## src/common/pfc_pkg.sv

```systemverilog
// shared constants and types for the pfc fault supervisor
package pfc_pkg;
	localparam int CLK_MHZ = 100;
	// fault timing, each time in its own unit, then in clock cycles
	localparam int BROWNOUT_MS = 56;
	localparam int BROWNOUT_CYC = BROWNOUT_MS * 1000 * CLK_MHZ;
	localparam real RESTART_MS = 1.6;
	localparam int RESTART_CYC = int'(RESTART_MS * 1000.0 * CLK_MHZ);
	localparam int OPP_MS = 112;
	localparam int OPP_CYC = OPP_MS * 1000 * CLK_MHZ;
	localparam real SHUTDOWN_S = 2.5;
	localparam int SHUTDOWN_CYC = int'(SHUTDOWN_S * 1000000.0 * CLK_MHZ);
	localparam int PEAK_WINDOW_MS = 12;
	localparam int PEAK_WINDOW_CYC = PEAK_WINDOW_MS * 1000 * CLK_MHZ;
	localparam int OPP_GAP_MS = 10;
	localparam int OPP_GAP_CYC = OPP_GAP_MS * 1000 * CLK_MHZ;
	localparam int BLANK_NS = 200;
	localparam int BLANK_CYC = (BLANK_NS * CLK_MHZ + 999) / 1000;
	// sense currents, one lsb is 0.1 ua
	localparam int CUR_W = 16;
	localparam logic [15:0] BROWNOUT_LOW = 16'h013c;
	localparam logic [15:0] BROWNOUT_HIGH = 16'h018c;
	localparam logic [15:0] FB_REFERENCE = 16'h050a;
	localparam logic [15:0] OVP_HYST = 16'h0014;
	localparam int OVP_PCT = 105;
	localparam int STARTUP_PCT = 90;
	// register map
	localparam logic [7:0] CTRL_OFS = 8'h00;
	localparam logic [7:0] STATUS_OFS = 8'h04;
	localparam logic [7:0] FAULT_OFS = 8'h08;
	localparam logic [31:0] CTRL_RESET = 32'h0000_0001;
	localparam int CTRL_RUN = 0;
	localparam int STAT_GATE = 0;
	localparam int STAT_STARTUP = 1;
	localparam int STAT_OVP = 2;
	localparam int STAT_LOOP = 3;
	localparam int STAT_LOWPWR = 4;
	localparam int STAT_STATE = 8;
	localparam int FLT_BROWNOUT = 0;
	localparam int FLT_OVP = 1;
	localparam int FLT_LIMIT = 2;
	localparam int FLT_CLAMP = 3;
	localparam int FLT_OPP = 4;
	localparam int FLT_LOOP = 5;
	localparam int FLT_W = 6;
	localparam logic [1:0] RESP_OKAY = 2'h0;
	localparam logic [1:0] RESP_SLVERR = 2'h2;
	typedef enum logic [3:0] {
		ST_NORMAL = 4'h1,
		ST_STANDBY = 4'h2,
		ST_RESTART = 4'h4,
		ST_SHUTDOWN = 4'h8
	} sup_state_t;
endpackage

```

## src/common/timer_if.sv

```systemverilog
// run request and expiry between supervisor and a fault timer
`timescale 1ns/10ps
interface timer_if;
	logic run;
	logic expired;
	modport ctl (output run, input expired);
	modport tmr (input run, output expired);
endinterface

```

## src/rtl/fault_timer.sv

```systemverilog
// cycle counting fault timer, cleared whenever its run request drops
`timescale 1ns/10ps
module fault_timer #(
	parameter int LIMIT = 16
) (
	input wire logic aclk,
	input wire logic aresetn,
	input wire logic ce,
	timer_if.tmr t
);
	localparam int W = $clog2(LIMIT + 1);
	localparam logic [W-1:0] TOP = W'(LIMIT);
	logic [W-1:0] cnt;

	always_ff @(posedge aclk) begin
		if (!aresetn) begin
			cnt <= '0;
		end else if (ce) begin
			if (!t.run) begin
				cnt <= '0;
			end else if (cnt != TOP) begin
				cnt <= cnt + 1'b1;
			end
		end
	end
	assign t.expired = t.run && (cnt == TOP);
endmodule

```

## src/rtl/pfc_fault_supervisor.sv

```systemverilog
// fault supervision and gate inhibit for the pfc boost switch
// What this block does
// - brownout judged on the peak of the rectified line current
// - peak below low level starts timer; brownout declared after 56 ms
// - brownout enters standby; recovery returns to normal mode
// - brownout left only after line stays above high level 56 ms
// - brownout levels are 31.6 ua low and 39.6 ua high
// - feedback above 105 percent of reference stops gate at once
// - after overvoltage, resume only below threshold minus hysteresis
// - switch current watched only while on, ignored during blanking
// - current limit trip ends the present on period at once
// - severe current: gate off, restart mode, 1.6 ms block, retry
// - link below startup level enters startup, cancelled at nominal
// - overload lasting past 112 ms shuts down 2.5 s then restarts
// - gate stopped when measured output is below measured line
// - loop fault clears when feedback at least line and above peak
// - loop fault caught well within 150 us
// - over-temperature resets all logic; restart once it clears
// - low standby pin puts device in a non-operating low-power state
// - startup below 90 percent of nominal, held until 100 percent
// - feedback compared to fixed 129 ua reference
`timescale 1ns/10ps
module pfc_fault_supervisor #(
	parameter int BROWNOUT_CYC = pfc_pkg::BROWNOUT_CYC,
	parameter int RESTART_CYC = pfc_pkg::RESTART_CYC,
	parameter int OPP_CYC = pfc_pkg::OPP_CYC,
	parameter int SHUTDOWN_CYC = pfc_pkg::SHUTDOWN_CYC,
	parameter int PEAK_WINDOW_CYC = pfc_pkg::PEAK_WINDOW_CYC,
	parameter int OPP_GAP_CYC = pfc_pkg::OPP_GAP_CYC,
	parameter int BLANK_CYC = pfc_pkg::BLANK_CYC,
	parameter logic [15:0] OVP_HYST = pfc_pkg::OVP_HYST
) (
	input wire logic aclk,
	input wire logic aresetn,
	input wire logic ce,
	input wire logic [15:0] line_sense_input,
	input wire logic [15:0] link_feedback_input,
	input wire logic pwm_request,
	input wire logic cs_limit_cmp,
	input wire logic cs_clamp_cmp,
	input wire logic over_temp,
	input wire logic standby_n,
	output logic gate_drive_output,
	output logic startup_mode,
	output logic low_power_mode,
	input wire logic [7:0] awaddr,
	input wire logic awvalid,
	output logic awready,
	input wire logic [31:0] wdata,
	input wire logic [3:0] wstrb,
	input wire logic wvalid,
	output logic wready,
	output logic [1:0] bresp,
	output logic bvalid,
	input wire logic bready,
	input wire logic [7:0] araddr,
	input wire logic arvalid,
	output logic arready,
	output logic [31:0] rdata,
	output logic [1:0] rresp,
	output logic rvalid,
	input wire logic rready
);
	localparam logic [15:0] OVP_THR =
		16'(32'(pfc_pkg::FB_REFERENCE) * pfc_pkg::OVP_PCT / 100);
	localparam logic [15:0] STARTUP_THR =
		16'(32'(pfc_pkg::FB_REFERENCE) * pfc_pkg::STARTUP_PCT / 100);
	localparam int PW = $clog2(PEAK_WINDOW_CYC + 1);
	localparam int BW = $clog2(BLANK_CYC + 1);

	// over-temperature cuts power to the logic: treated as a reset
	logic rst_n;
	assign rst_n = aresetn && !over_temp;

	function automatic logic [15:0] sub_sat(input logic [15:0] a,
		input logic [15:0] b);
		sub_sat = (a > b) ? a - b : 16'h0000;
	endfunction

	// standby pin synchroniser
	logic standby_n_meta, standby_n_sync;
	always_ff @(posedge aclk) begin
		if (!rst_n) begin
			standby_n_meta <= 1'b1;
			standby_n_sync <= 1'b1;
		end else if (ce) begin
			standby_n_meta <= standby_n;
			standby_n_sync <= standby_n_meta;
		end
	end
	wire standby_req = !standby_n_sync;

	// line peak: running max over a window longer than a half cycle
	logic [15:0] run_max, line_peak;
	logic [PW-1:0] win_cnt;
	wire win_end = (win_cnt == PW'(PEAK_WINDOW_CYC - 1));
	wire [15:0] next_max =
		(line_sense_input > run_max) ? line_sense_input : run_max;
	always_ff @(posedge aclk) begin
		if (!rst_n) begin
			run_max <= '0;
			line_peak <= '0;
			win_cnt <= '0;
		end else if (ce) begin
			win_cnt <= win_end ? '0 : win_cnt + 1'b1;
			run_max <= win_end ? '0 : next_max;
			if (win_end) begin
				line_peak <= next_max;
			end
		end
	end

	// supervisor state and timers
	pfc_pkg::sup_state_t state, next_state;
	timer_if bo_in ();
	timer_if bo_out ();
	timer_if rst_t ();
	timer_if opp_t ();
	timer_if shut_t ();
	timer_if gap_t ();
	fault_timer #(.LIMIT(BROWNOUT_CYC)) u_bo_in (.aclk(aclk),
		.aresetn(rst_n), .ce(ce), .t(bo_in));
	fault_timer #(.LIMIT(BROWNOUT_CYC)) u_bo_out (.aclk(aclk),
		.aresetn(rst_n), .ce(ce), .t(bo_out));
	fault_timer #(.LIMIT(RESTART_CYC)) u_restart (.aclk(aclk),
		.aresetn(rst_n), .ce(ce), .t(rst_t));
	fault_timer #(.LIMIT(OPP_CYC)) u_opp (.aclk(aclk),
		.aresetn(rst_n), .ce(ce), .t(opp_t));
	fault_timer #(.LIMIT(SHUTDOWN_CYC)) u_shutdown (.aclk(aclk),
		.aresetn(rst_n), .ce(ce), .t(shut_t));
	fault_timer #(.LIMIT(OPP_GAP_CYC)) u_gap (.aclk(aclk),
		.aresetn(rst_n), .ce(ce), .t(gap_t));

	wire in_normal = (state == pfc_pkg::ST_NORMAL);
	logic ovl_seen;
	assign bo_in.run = in_normal && line_peak < pfc_pkg::BROWNOUT_LOW;
	assign bo_out.run = (state == pfc_pkg::ST_STANDBY) &&
		line_peak > pfc_pkg::BROWNOUT_HIGH;
	assign rst_t.run = (state == pfc_pkg::ST_RESTART);
	assign shut_t.run = (state == pfc_pkg::ST_SHUTDOWN);
	// short gaps between startup episodes still count as one overload
	assign gap_t.run = in_normal && ovl_seen && !startup_mode;
	assign opp_t.run = in_normal && ovl_seen &&
		(startup_mode || !gap_t.expired);

	// switch current checks, blanked at the start of each on period
	logic [BW-1:0] blank_cnt;
	wire blank_done = (blank_cnt == BW'(BLANK_CYC));
	wire cs_armed = gate_drive_output && blank_done;
	wire limit_trip = cs_armed && cs_limit_cmp;
	wire clamp_trip = cs_armed && cs_clamp_cmp;

	always_comb begin
		next_state = state;
		case (state)
			pfc_pkg::ST_NORMAL: begin
				if (clamp_trip) begin
					next_state = pfc_pkg::ST_RESTART;
				end else if (opp_t.expired) begin
					next_state = pfc_pkg::ST_SHUTDOWN;
				end else if (bo_in.expired) begin
					next_state = pfc_pkg::ST_STANDBY;
				end
			end
			pfc_pkg::ST_STANDBY: begin
				if (bo_out.expired) begin
					next_state = pfc_pkg::ST_NORMAL;
				end
			end
			pfc_pkg::ST_RESTART: begin
				if (rst_t.expired) begin
					next_state = pfc_pkg::ST_NORMAL;
				end
			end
			pfc_pkg::ST_SHUTDOWN: begin
				if (shut_t.expired) begin
					next_state = pfc_pkg::ST_NORMAL;
				end
			end
			default: next_state = pfc_pkg::ST_NORMAL;
		endcase
	end

	// link condition flags
	logic ovp_hold, loop_fault, cycle_kill;
	wire ovp_now = link_feedback_input > OVP_THR;
	wire ovp_clear = link_feedback_input < sub_sat(OVP_THR, OVP_HYST);
	wire loop_now = link_feedback_input < line_sense_input;
	wire loop_clear = link_feedback_input >= line_sense_input &&
		link_feedback_input > line_peak;
	wire leave_shutdown = shut_t.expired;

	// control register bit that software uses to allow switching
	logic [31:0] ctrl;
	logic [pfc_pkg::FLT_W-1:0] fault_log;
	wire gate_permit = in_normal && !ovp_now && !ovp_hold && !loop_now &&
		!loop_fault && !standby_req && ctrl[pfc_pkg::CTRL_RUN];
	wire next_gate = pwm_request && gate_permit && !cycle_kill &&
		!limit_trip && !clamp_trip;

	always_ff @(posedge aclk) begin
		if (!rst_n) begin
			state <= pfc_pkg::ST_NORMAL;
			gate_drive_output <= 1'b0;
			ovp_hold <= 1'b0;
			loop_fault <= 1'b0;
			cycle_kill <= 1'b0;
			blank_cnt <= '0;
			startup_mode <= 1'b1;
			ovl_seen <= 1'b0;
			low_power_mode <= 1'b0;
		end else if (ce) begin
			state <= next_state;
			gate_drive_output <= next_gate;
			ovp_hold <= ovp_now || (ovp_hold && !ovp_clear);
			loop_fault <= loop_now || (loop_fault && !loop_clear);
			// a tripped on period stays off until the pwm request ends
			cycle_kill <= pwm_request && (cycle_kill || limit_trip);
			blank_cnt <= !gate_drive_output ? '0 :
				(blank_done ? blank_cnt : blank_cnt + 1'b1);
			if (leave_shutdown) begin
				startup_mode <= 1'b1;
			end else if (link_feedback_input < STARTUP_THR) begin
				startup_mode <= 1'b1;
			end else if (link_feedback_input >= pfc_pkg::FB_REFERENCE) begin
				startup_mode <= 1'b0;
			end
			if (leave_shutdown) begin
				ovl_seen <= 1'b0;
			end else if (!startup_mode) begin
				ovl_seen <= 1'b1;
			end
			low_power_mode <= standby_req ||
				next_state == pfc_pkg::ST_STANDBY;
		end
	end

	// axi4-lite slave
	logic aw_held, w_held;
	logic [7:0] aw_addr;
	logic [31:0] w_data;
	logic [3:0] w_strb;
	assign awready = ce && !aw_held && !bvalid;
	assign wready = ce && !w_held && !bvalid;
	assign arready = ce && !rvalid;
	wire do_write = ce && aw_held && w_held && !bvalid;
	wire wr_ctrl = do_write && aw_addr == pfc_pkg::CTRL_OFS;
	wire wr_fault = do_write && aw_addr == pfc_pkg::FAULT_OFS;
	wire wr_ok = wr_ctrl || wr_fault ||
		(aw_addr == pfc_pkg::STATUS_OFS);
	wire [31:0] status_word = {20'h0000_0, state, 3'h0, low_power_mode,
		loop_fault, ovp_hold || ovp_now, startup_mode, gate_drive_output};
	wire [pfc_pkg::FLT_W-1:0] fault_set = {loop_now,
		state == pfc_pkg::ST_SHUTDOWN, clamp_trip, limit_trip, ovp_now,
		state == pfc_pkg::ST_STANDBY};
	wire [pfc_pkg::FLT_W-1:0] fault_clr =
		(wr_fault && w_strb[0]) ? w_data[pfc_pkg::FLT_W-1:0] : '0;

	always_ff @(posedge aclk) begin
		if (!rst_n) begin
			aw_held <= 1'b0;
			w_held <= 1'b0;
			aw_addr <= '0;
			w_data <= '0;
			w_strb <= '0;
			bvalid <= 1'b0;
			bresp <= pfc_pkg::RESP_OKAY;
			rvalid <= 1'b0;
			rdata <= '0;
			rresp <= pfc_pkg::RESP_OKAY;
			ctrl <= pfc_pkg::CTRL_RESET;
			fault_log <= '0;
		end else if (ce) begin
			if (awvalid && awready) begin
				aw_held <= 1'b1;
				aw_addr <= awaddr;
			end
			if (wvalid && wready) begin
				w_held <= 1'b1;
				w_data <= wdata;
				w_strb <= wstrb;
			end
			if (do_write) begin
				aw_held <= 1'b0;
				w_held <= 1'b0;
				bvalid <= 1'b1;
				bresp <= wr_ok ? pfc_pkg::RESP_OKAY : pfc_pkg::RESP_SLVERR;
			end else if (bready) begin
				bvalid <= 1'b0;
			end
			if (wr_ctrl && w_strb[0]) begin
				ctrl[7:0] <= w_data[7:0];
			end
			// a new event wins over a software clear in the same cycle
			fault_log <= (fault_log & ~fault_clr) | fault_set;
			if (arvalid && arready) begin
				rvalid <= 1'b1;
				rresp <= pfc_pkg::RESP_OKAY;
				if (araddr == pfc_pkg::CTRL_OFS) begin
					rdata <= ctrl;
				end else if (araddr == pfc_pkg::STATUS_OFS) begin
					rdata <= status_word;
				end else if (araddr == pfc_pkg::FAULT_OFS) begin
					rdata <= {26'h000_0000, fault_log};
				end else begin
					rdata <= '0;
					rresp <= pfc_pkg::RESP_SLVERR;
				end
			end else if (rready) begin
				rvalid <= 1'b0;
			end
		end
	end
endmodule

```

## config.mk

```make
export PLATFORM = sky130hd
export DESIGN_NAME = pfc_fault_supervisor
export DESIGN_NICKNAME = d
export VERILOG_FILES = /design/src/common/pfc_pkg.sv /design/src/common/timer_if.sv /design/src/rtl/fault_timer.sv /design/src/rtl/pfc_fault_supervisor.sv
export SDC_FILE = /design/constraint.sdc
export NUM_CORES = 1
export LEC_CHECK = 0
export BUFFER_PORTS_ARGS = -buffer_cell sky130_fd_sc_hd__buf_2
export CAP_MARGIN = 10
export CORE_AREA = 2 2 216 218
export CTS_CLUSTER_SIZE = 24
export DETAILED_ROUTE_END_ITERATION = 6
export DIE_AREA = 0 0 218 220
export GPL_ROUTABILITY_DRIVEN = 0
export SKIP_CTS_REPAIR_TIMING = 1
export SKIP_LAST_GASP = 1
export SYNTH_ARGS = -nofsm -noshare
export SYNTH_HDL_FRONTEND = slang
export SYNTH_SLANG_ARGS = --single-unit
```

## constraint.sdc

```tcl
create_clock -name aclk -period 2.72 [get_ports aclk]
set_input_delay 0.136 -clock aclk [delete_from_list [all_inputs] [get_ports aclk]]
set_output_delay 0.136 -clock aclk [all_outputs]
set_load 0.01 [all_outputs]
```

==> flow_summary_export.csv, run 1 <==
group,metric,value,unit
placement,portBuffers,91,
pwr,powerDensity,530,mW/mm^2
synth,yosys.area.top_type_share,39.2,%
global_routing,grt_pass1_wl,53100,um
sta,layout_min_cycle_time,2.55,ns
critical_path,start_kind,"register",
die,core-area,0.0459,mm^2
synth,ys_async_sr_fraction,0,%
critical_path,reg2reg_depth,9,
clock_network,cts.sinks,256,
pwr,irDropWorstVdd,0.496,mV
drt,wire_per_inst,14.1,um
global_routing,grt_pass1_vias,10734,
finish,utilization,33.9,%
sta,rsz0062_at_grt,"no",
global_routing,grt_max_degree,58,
critical_path,worst_r2r_startpoint,"run_max[15]$_SDFFE_PN0P_",
die,fp.dieArea,0.0480,mm^2
synth,ys_types,71,
worst_hold_path,hold_path_class,"in -> reg",
job,maxCapViolCount,0,
die,initial_core_util,28.5,%
synth,synth_edf_count,0,
synth,netlist_area,0.0131,mm^2
die,die_h,220,um
drt,drt-pass1-iter-count,5,
drt,drtAntennaViolNets,0,
die,ios,141,
run_status,status,"finished clean",
sta,worst_pin_slew,1.15,ns
clock_network,clock_latency,0.54,ns
clock_network,tritoncts,"done",
global_routing,grt_antenna_before_repair,2,
synth,syn-mean-instance-area,8.22,um^2
sta,max-slew-margin-rel,22.8,%
synth,synth_common_cells,"256 x dfxtp_1, 206 x nor2_1, 159 x nand2_1, 110 x a21oi_1, 95 x inv_1",
placement,dpl_worst_slack,-0.0205,ns
critical_path,cp-end-kind,"register",
finish,ff_latch_area,0.00512,mm^2
sta,fmaxAchievable,0.392,GHz
synth,ys_seq_elements,256,
pwr,power.total,8.25,mW
sta,hold-worst-slack,0.00215,ns
worst_hold_path,whs_path_depth,3,
sta,skew,0.00712,ns
clock_network,numCtsBuffers,29,
sta,setup-tns-final,0,ns
critical_path,cp-startpoint,"run_max[15]$_SDFFE_PN0P_",
finish,final_nets,1879,
sta,finalMaxSlewViolations,0,
synth,synthFlopType,"dfxtp_1",
synth,synthTopCellsByArea,"dfxtp_1 39%, ha_1 6.0%, nor2_1 5.9%, xor2_1 4.7%, nand2_1 4.6%",
global_routing,gr-total-overflow,0,
drt,routed-via-count,11414,
clock_network,h-tree-depth,1,
synth,ys_seq_area_share,39.2,%
sta,finalCritPeriodShare,93.7,%
clock_network,cts_max_path_buffers,3,
sta,timing.final.ws_setup,0.171,ns
placement,place_area,0.0142,mm^2
finish,drive_above_1_share,11.0,%
finish,area_growth,19.1,%
sta,finalHoldViolCount,0,
worst_hold_path,min-delay-start,"araddr[2]",
critical_path,worstSetupPathType,"reg -> reg",
synth,syn-instance-count,1590,
clock_network,clockRootBuffer,"clkbuf_16",
finish,multi_input_area,0.00727,mm^2
placement,dp.cells,2252,
global_routing,grt_usage,13.3,%
synth,ys_warn_count,0,
finish,nFillCells,4781,
finish,fin_area,0.0156,mm^2
drt,drt_iter0_markers,649,
drt,vias_per_cell,4.86,
critical_path,worst-path-max-fanout,25,
die,rows,79,
sta,finalSetupViolations,0,
synth,yosysTopAreaCell,"dfxtp_1",
finish,finalNonFillerCells,2348,
pwr,leakage,5.57,nW
clock_network,path_clk_slew,0.06,ns
drt,drc,0,
die,die_w,218,um
placement,detailed_place_hpwl,23900,um
synth,synth.most_common_cell,"dfxtp_1",
critical_path,arrival,3.03,ns
drt,wirelength,33100,um
critical_path,cp_data_required_time,3.20,ns
==> report_power, final <==
| group | internal (mW) | switching [mW] | total, mW |
|---|---|---|---|
| logic | 0.224 | 0.338 | 0.562 |
| registers | 3.77 | 0.0197 | 3.79 |
| clock network | 2.35 | 1.55 | 3.90 |
==> flip-flops by register name, summed over array words and instances, names as in the netlist, 4 cells and up <==
signal          cells
u_shutdown.cnt     28
rdata              12
aw_addr             8
run_max            16
u_bo_in.cnt        23
ctrl                8
fault_log           6
u_restart.cnt      18
u_gap.cnt          20
win_cnt            21
w_data              8
u_bo_out.cnt       23
u_opp.cnt          24
blank_cnt           5
line_peak          16
state               4
==> worst paths after layout <==
| kind | to | slack [ns] |
|---|---|---|
| max reg2reg | run_max[10]$_SDFFE_PN0P_ | 0.17 |
| min | rdata[2]$_SDFFE_PN0P_ | 0.002 |
| min reg2reg | aw_addr[0]$_SDFFE_PN0P_ | 0.46 |
| max | run_max[10]$_SDFFE_PN0P_ | 0.17 |
==> metal layers <==
layer | up-vias | GRT usage [%] | part of all wire (%) | wire length [um]
li1 | 5762 | - | - | -
met1 | 5385 | 17.8 | 48 | 15800
met2 | 218 | 22.1 | 46 | 15300
met3 | 49 | 2.21 | 4.0 | 1330
met4 | 0 | 3.51 | 2.2 | 716
met5 | - | 0 | 0 | 0
==> critical path, stage by stage (launching register included) <==
cell and delay, ns:
dfxtp_1 0.36, inv_1 0.06, ha_1 0.31, nand4_1 0.14
or3_1 0.44, o32a_2 0.44, buf_8 0.18, a21oi_1 0.16
buf_4 0.24, a22o_1 0.16
==> logic make-up after synthesis <==
group,count (synthesis),share of synthesized area [%]
xor+xnor,126,8.45
compound gates,261,12.0
fa+ha+maj,63,6.03
buf+inv,178,5.91
mux,20,1.53
simple gates,685,26.8
flops,256,39.2
other cells,1,0.0287
==> placed cells by master, fill, tap and decap left out, drive strengths merged, types with 24 or more instances in the layout <==
master	count
and3	32
buf	119
o21ai	69
dlygate4sd3	41
nand2	159
xor2	70
dfxtp	256
ha	63
nor3	36
xnor2	56
nand4	52
or3	24
nor2	206
inv	96
clkbuf	41
nand3	51
a21oi	111
==> area by class of cell <==
| type | count | area share, % |
|---|---|---|
| diodes | 2 | 0.0322 |
| clock buffers | 41 | 5.47 |
| clock inverters | 10 | 0.667 |
| inverters | 95 | 2.29 |
| multi-input cells | 1177 | 46.7 |
| flip-flops and latches | 256 | 32.9 |
| well taps | 607 | 4.88 |
| repair buffers | 160 | 7.04 |
Note: power is estimated with default switching activity, not from simulation.
==> run 2: changes to the inputs <==
- GPL_TIMING_DRIVEN: default -> 0
==> flow_summary_export.csv, run 2 (synthesis gave the netlist of run 1 again) <==
group,metric,value,unit
placement,dp.cells,2307,
critical_path,cp_data_required_time,3.11,ns
sta,layout_min_cycle_time,2.70,ns
placement,portBuffers,89,
worst_hold_path,whs_path_depth,4,
sta,fmaxAchievable,0.371,GHz
clock_network,h-tree-depth,1,
global_routing,grt_use_met2,23.3,%
global_routing,grt_pass1_vias,10793,
clock_network,path_clk_slew,0.06,ns
worst_hold_path,hold_path_class,"in -> reg",
sta,finalCritPeriodShare,99.2,%
pwr,power_frac_comb,7.4,%
die,core-area,0.0459,mm^2
sta,finalHoldViolCount,0,
clock_network,clockRootBuffer,"clkbuf_16",
drt,drt_iter0_markers,699,
critical_path,critPathSlowestCell,"clkbuf_1",
run_status,status,"finished clean",
global_routing,grt_pass1_wl,55600,um
die,die_w,218,um
global_routing,met3_usage,2.64,%
sta,skew,0.00772,ns
pwr,p_int,6.35,mW
sta,rsz0062_at_grt,"yes",
sta,setup-tns-final,0,ns
critical_path,worstSetupPathType,"in -> reg",
pwr,p_switching,1.97,mW
pwr,seqPwrFrac,45.6,%
pwr,swShare,23.7,%
clock_network,clock_latency,0.55,ns
drt,drtAntennaViolNets,0,
sta,finalSetupViolations,0,
drt,drc,0,
critical_path,max_stage_delay,0.68,ns
drt,wirelength,35100,um
critical_path,arrival,3.09,ns
critical_path,path_buf_inv,5,
pwr,powerDensity,526,mW/mm^2
finish,area_growth,20.9,%
global_routing,grtUsageMet1,18.8,%
global_routing,gr-total-overflow,0,
finish,final_common_cell,"dfxtp_1",
finish,drive_above_1_share,11.6,%
global_routing,grt_usage,14.1,%
critical_path,setup.worst_path.end,"standby_n_meta$_SDFFE_PN1P_",
global_routing,grt_antenna_before_repair,5,
drt,vias_per_cell,4.88,
critical_path,cp.depth,7,
drt,drt-pass1-iter-count,5,
critical_path,r2r_end,"run_max[15]$_SDFFE_PN0P_",
pwr,leakage,5.65,nW
pwr,irDropWorstVdd,0.434,mV
critical_path,worst-path-max-fanout,11,
drt,routed-via-count,11746,
critical_path,worst_r2r_startpoint,"run_max[13]$_SDFFE_PN0P_",
global_routing,grt_max_degree,14,
critical_path,reg2reg_depth,8,
job,maxCapViolCount,0,
pwr,pwr-share-clk,47.0,%
finish,finalNonFillerCells,2408,
drt,wire_per_inst,14.6,um
sta,finalMaxSlewViolations,0,
critical_path,cp_top_family,"buffers and inverters",
finish,largest_register_ffs,28,
finish,most-common-layout-cells,"256 x dfxtp_1, 206 x nor2_1, 159 x nand2_1, 109 x a21oi_1, 104 x buf_2",
die,initial_core_util,28.5,%
critical_path,cp-end-kind,"register",
critical_path,reg2reg_slack,0.04,ns
die,ios,141,
finish,reg_top3,"u_shutdown.cnt (28), u_opp.cnt (24)",
placement,place_area,0.0143,mm^2
critical_path,start_kind,"primary input",
finish,largest-register,"u_shutdown.cnt",
critical_path,crit_path_frequent_cell,"clkbuf_1",
die,rows,79,
clock_network,tritoncts,"done",
die,die_h,220,um
sta,worst_pin_slew,0.910,ns
clock_network,numCtsBuffers,29,
finish,final_nets,1936,
clock_network,cts.sinks,256,
finish,fin_area,0.0158,mm^2
die,fp.dieArea,0.0480,mm^2
critical_path,crit_path_cell_trace,"buf_2, clkbuf_1, buf_2, clkbuf_1, clkbuf_1, mux2i_1, nand2_1",
clock_network,cts_max_path_buffers,3,
critical_path,cp-startpoint,"ce",
global_routing,busiest_layer,"met2",
placement,detailed_place_hpwl,26000,um
sta,max-slew-margin-rel,38.5,%
run 2: cell count changes in the layout (fill, tap and decap cells not counted), sizes merged:
cell / change
dlygate4sd3: -1
diode: +2
clkinvlp: +5
clkbuf: +43
clkinv: -2
inv: -1
buf: +14
run 2: worst reg2reg max path, cell delays in order (launching register included):
cell and delay [ns]:
dfxtp_1 0.38, inv_1 0.06, ha_1 0.30, nand4_1 0.14, or3_4 0.44, o32a_4 0.44, a21oi_2 0.38, buf_2 0.32
a22o_1 0.16
run 2: how the worst min path moves through the flow:
stage                    from                           to  slack [ns]
floorplan           standby_n  standby_n_meta$_SDFFE_PN1P_        0.26
finish                awvalid      aw_addr[0]$_SDFFE_PN0P_        0.05
CTS                 awaddr[2]      aw_addr[2]$_SDFFE_PN0P_       -0.19
global placement     wdata[7]       w_data[7]$_SDFFE_PN0P_        0.38
global route          awvalid      aw_addr[3]$_SDFFE_PN0P_        0.07
detailed placement  awaddr[2]      aw_addr[2]$_SDFFE_PN0P_        0.39
run 2: per-stage QoR:
step	worst slack [ns]	util (%)	total power [mW]	hold slack, ns
after detailed placement	-0.456	31.3	4.42	0.386
after global routing	-0.0410	34.4	8.62	0.0712
after global placement	-0.454	31.3	4.41	0.380
after floorplan	0.364	-	4.20	0.264
final	0.0229	34.4	8.32	0.0501
after CTS	-0.261	33.4	8.34	-0.189
run 2: area by class of cell:
type | instances | area, um^2
plain buffers | 83 | 418
clock inverters | 12 | 126
multi-input cells | 1177 | 7280
repair buffers | 134 | 881
diodes | 4 | 10.0
clock buffers | 40 | 837
flip-flops and latches | 256 | 5120
well taps | 607 | 759
inverters | 95 | 357
fillers | 4863 | 30100
run 2: routing by layer:
metal | up-vias | part of all wire, % | wire length [um]
li1 | 5878 | - | -
met3 | 54 | 5.8 | 2050
met2 | 261 | 47 | 16400
met1 | 5551 | 46 | 16000
met5 | - | 0.043 | 15
met4 | 2 | 1.8 | 635
run 2: power by group through the flow:
stage,sequential (mW),clock (mW),combinational [mW]
6_report,3.79,3.91,0.614
2_1_floorplan,3.87,0,0.331
4_1_cts,3.79,4.00,0.551
5_1_grt,3.79,4.15,0.674
3_5_place_dp,3.87,0,0.548
3_3_place_gp,3.87,0,0.538
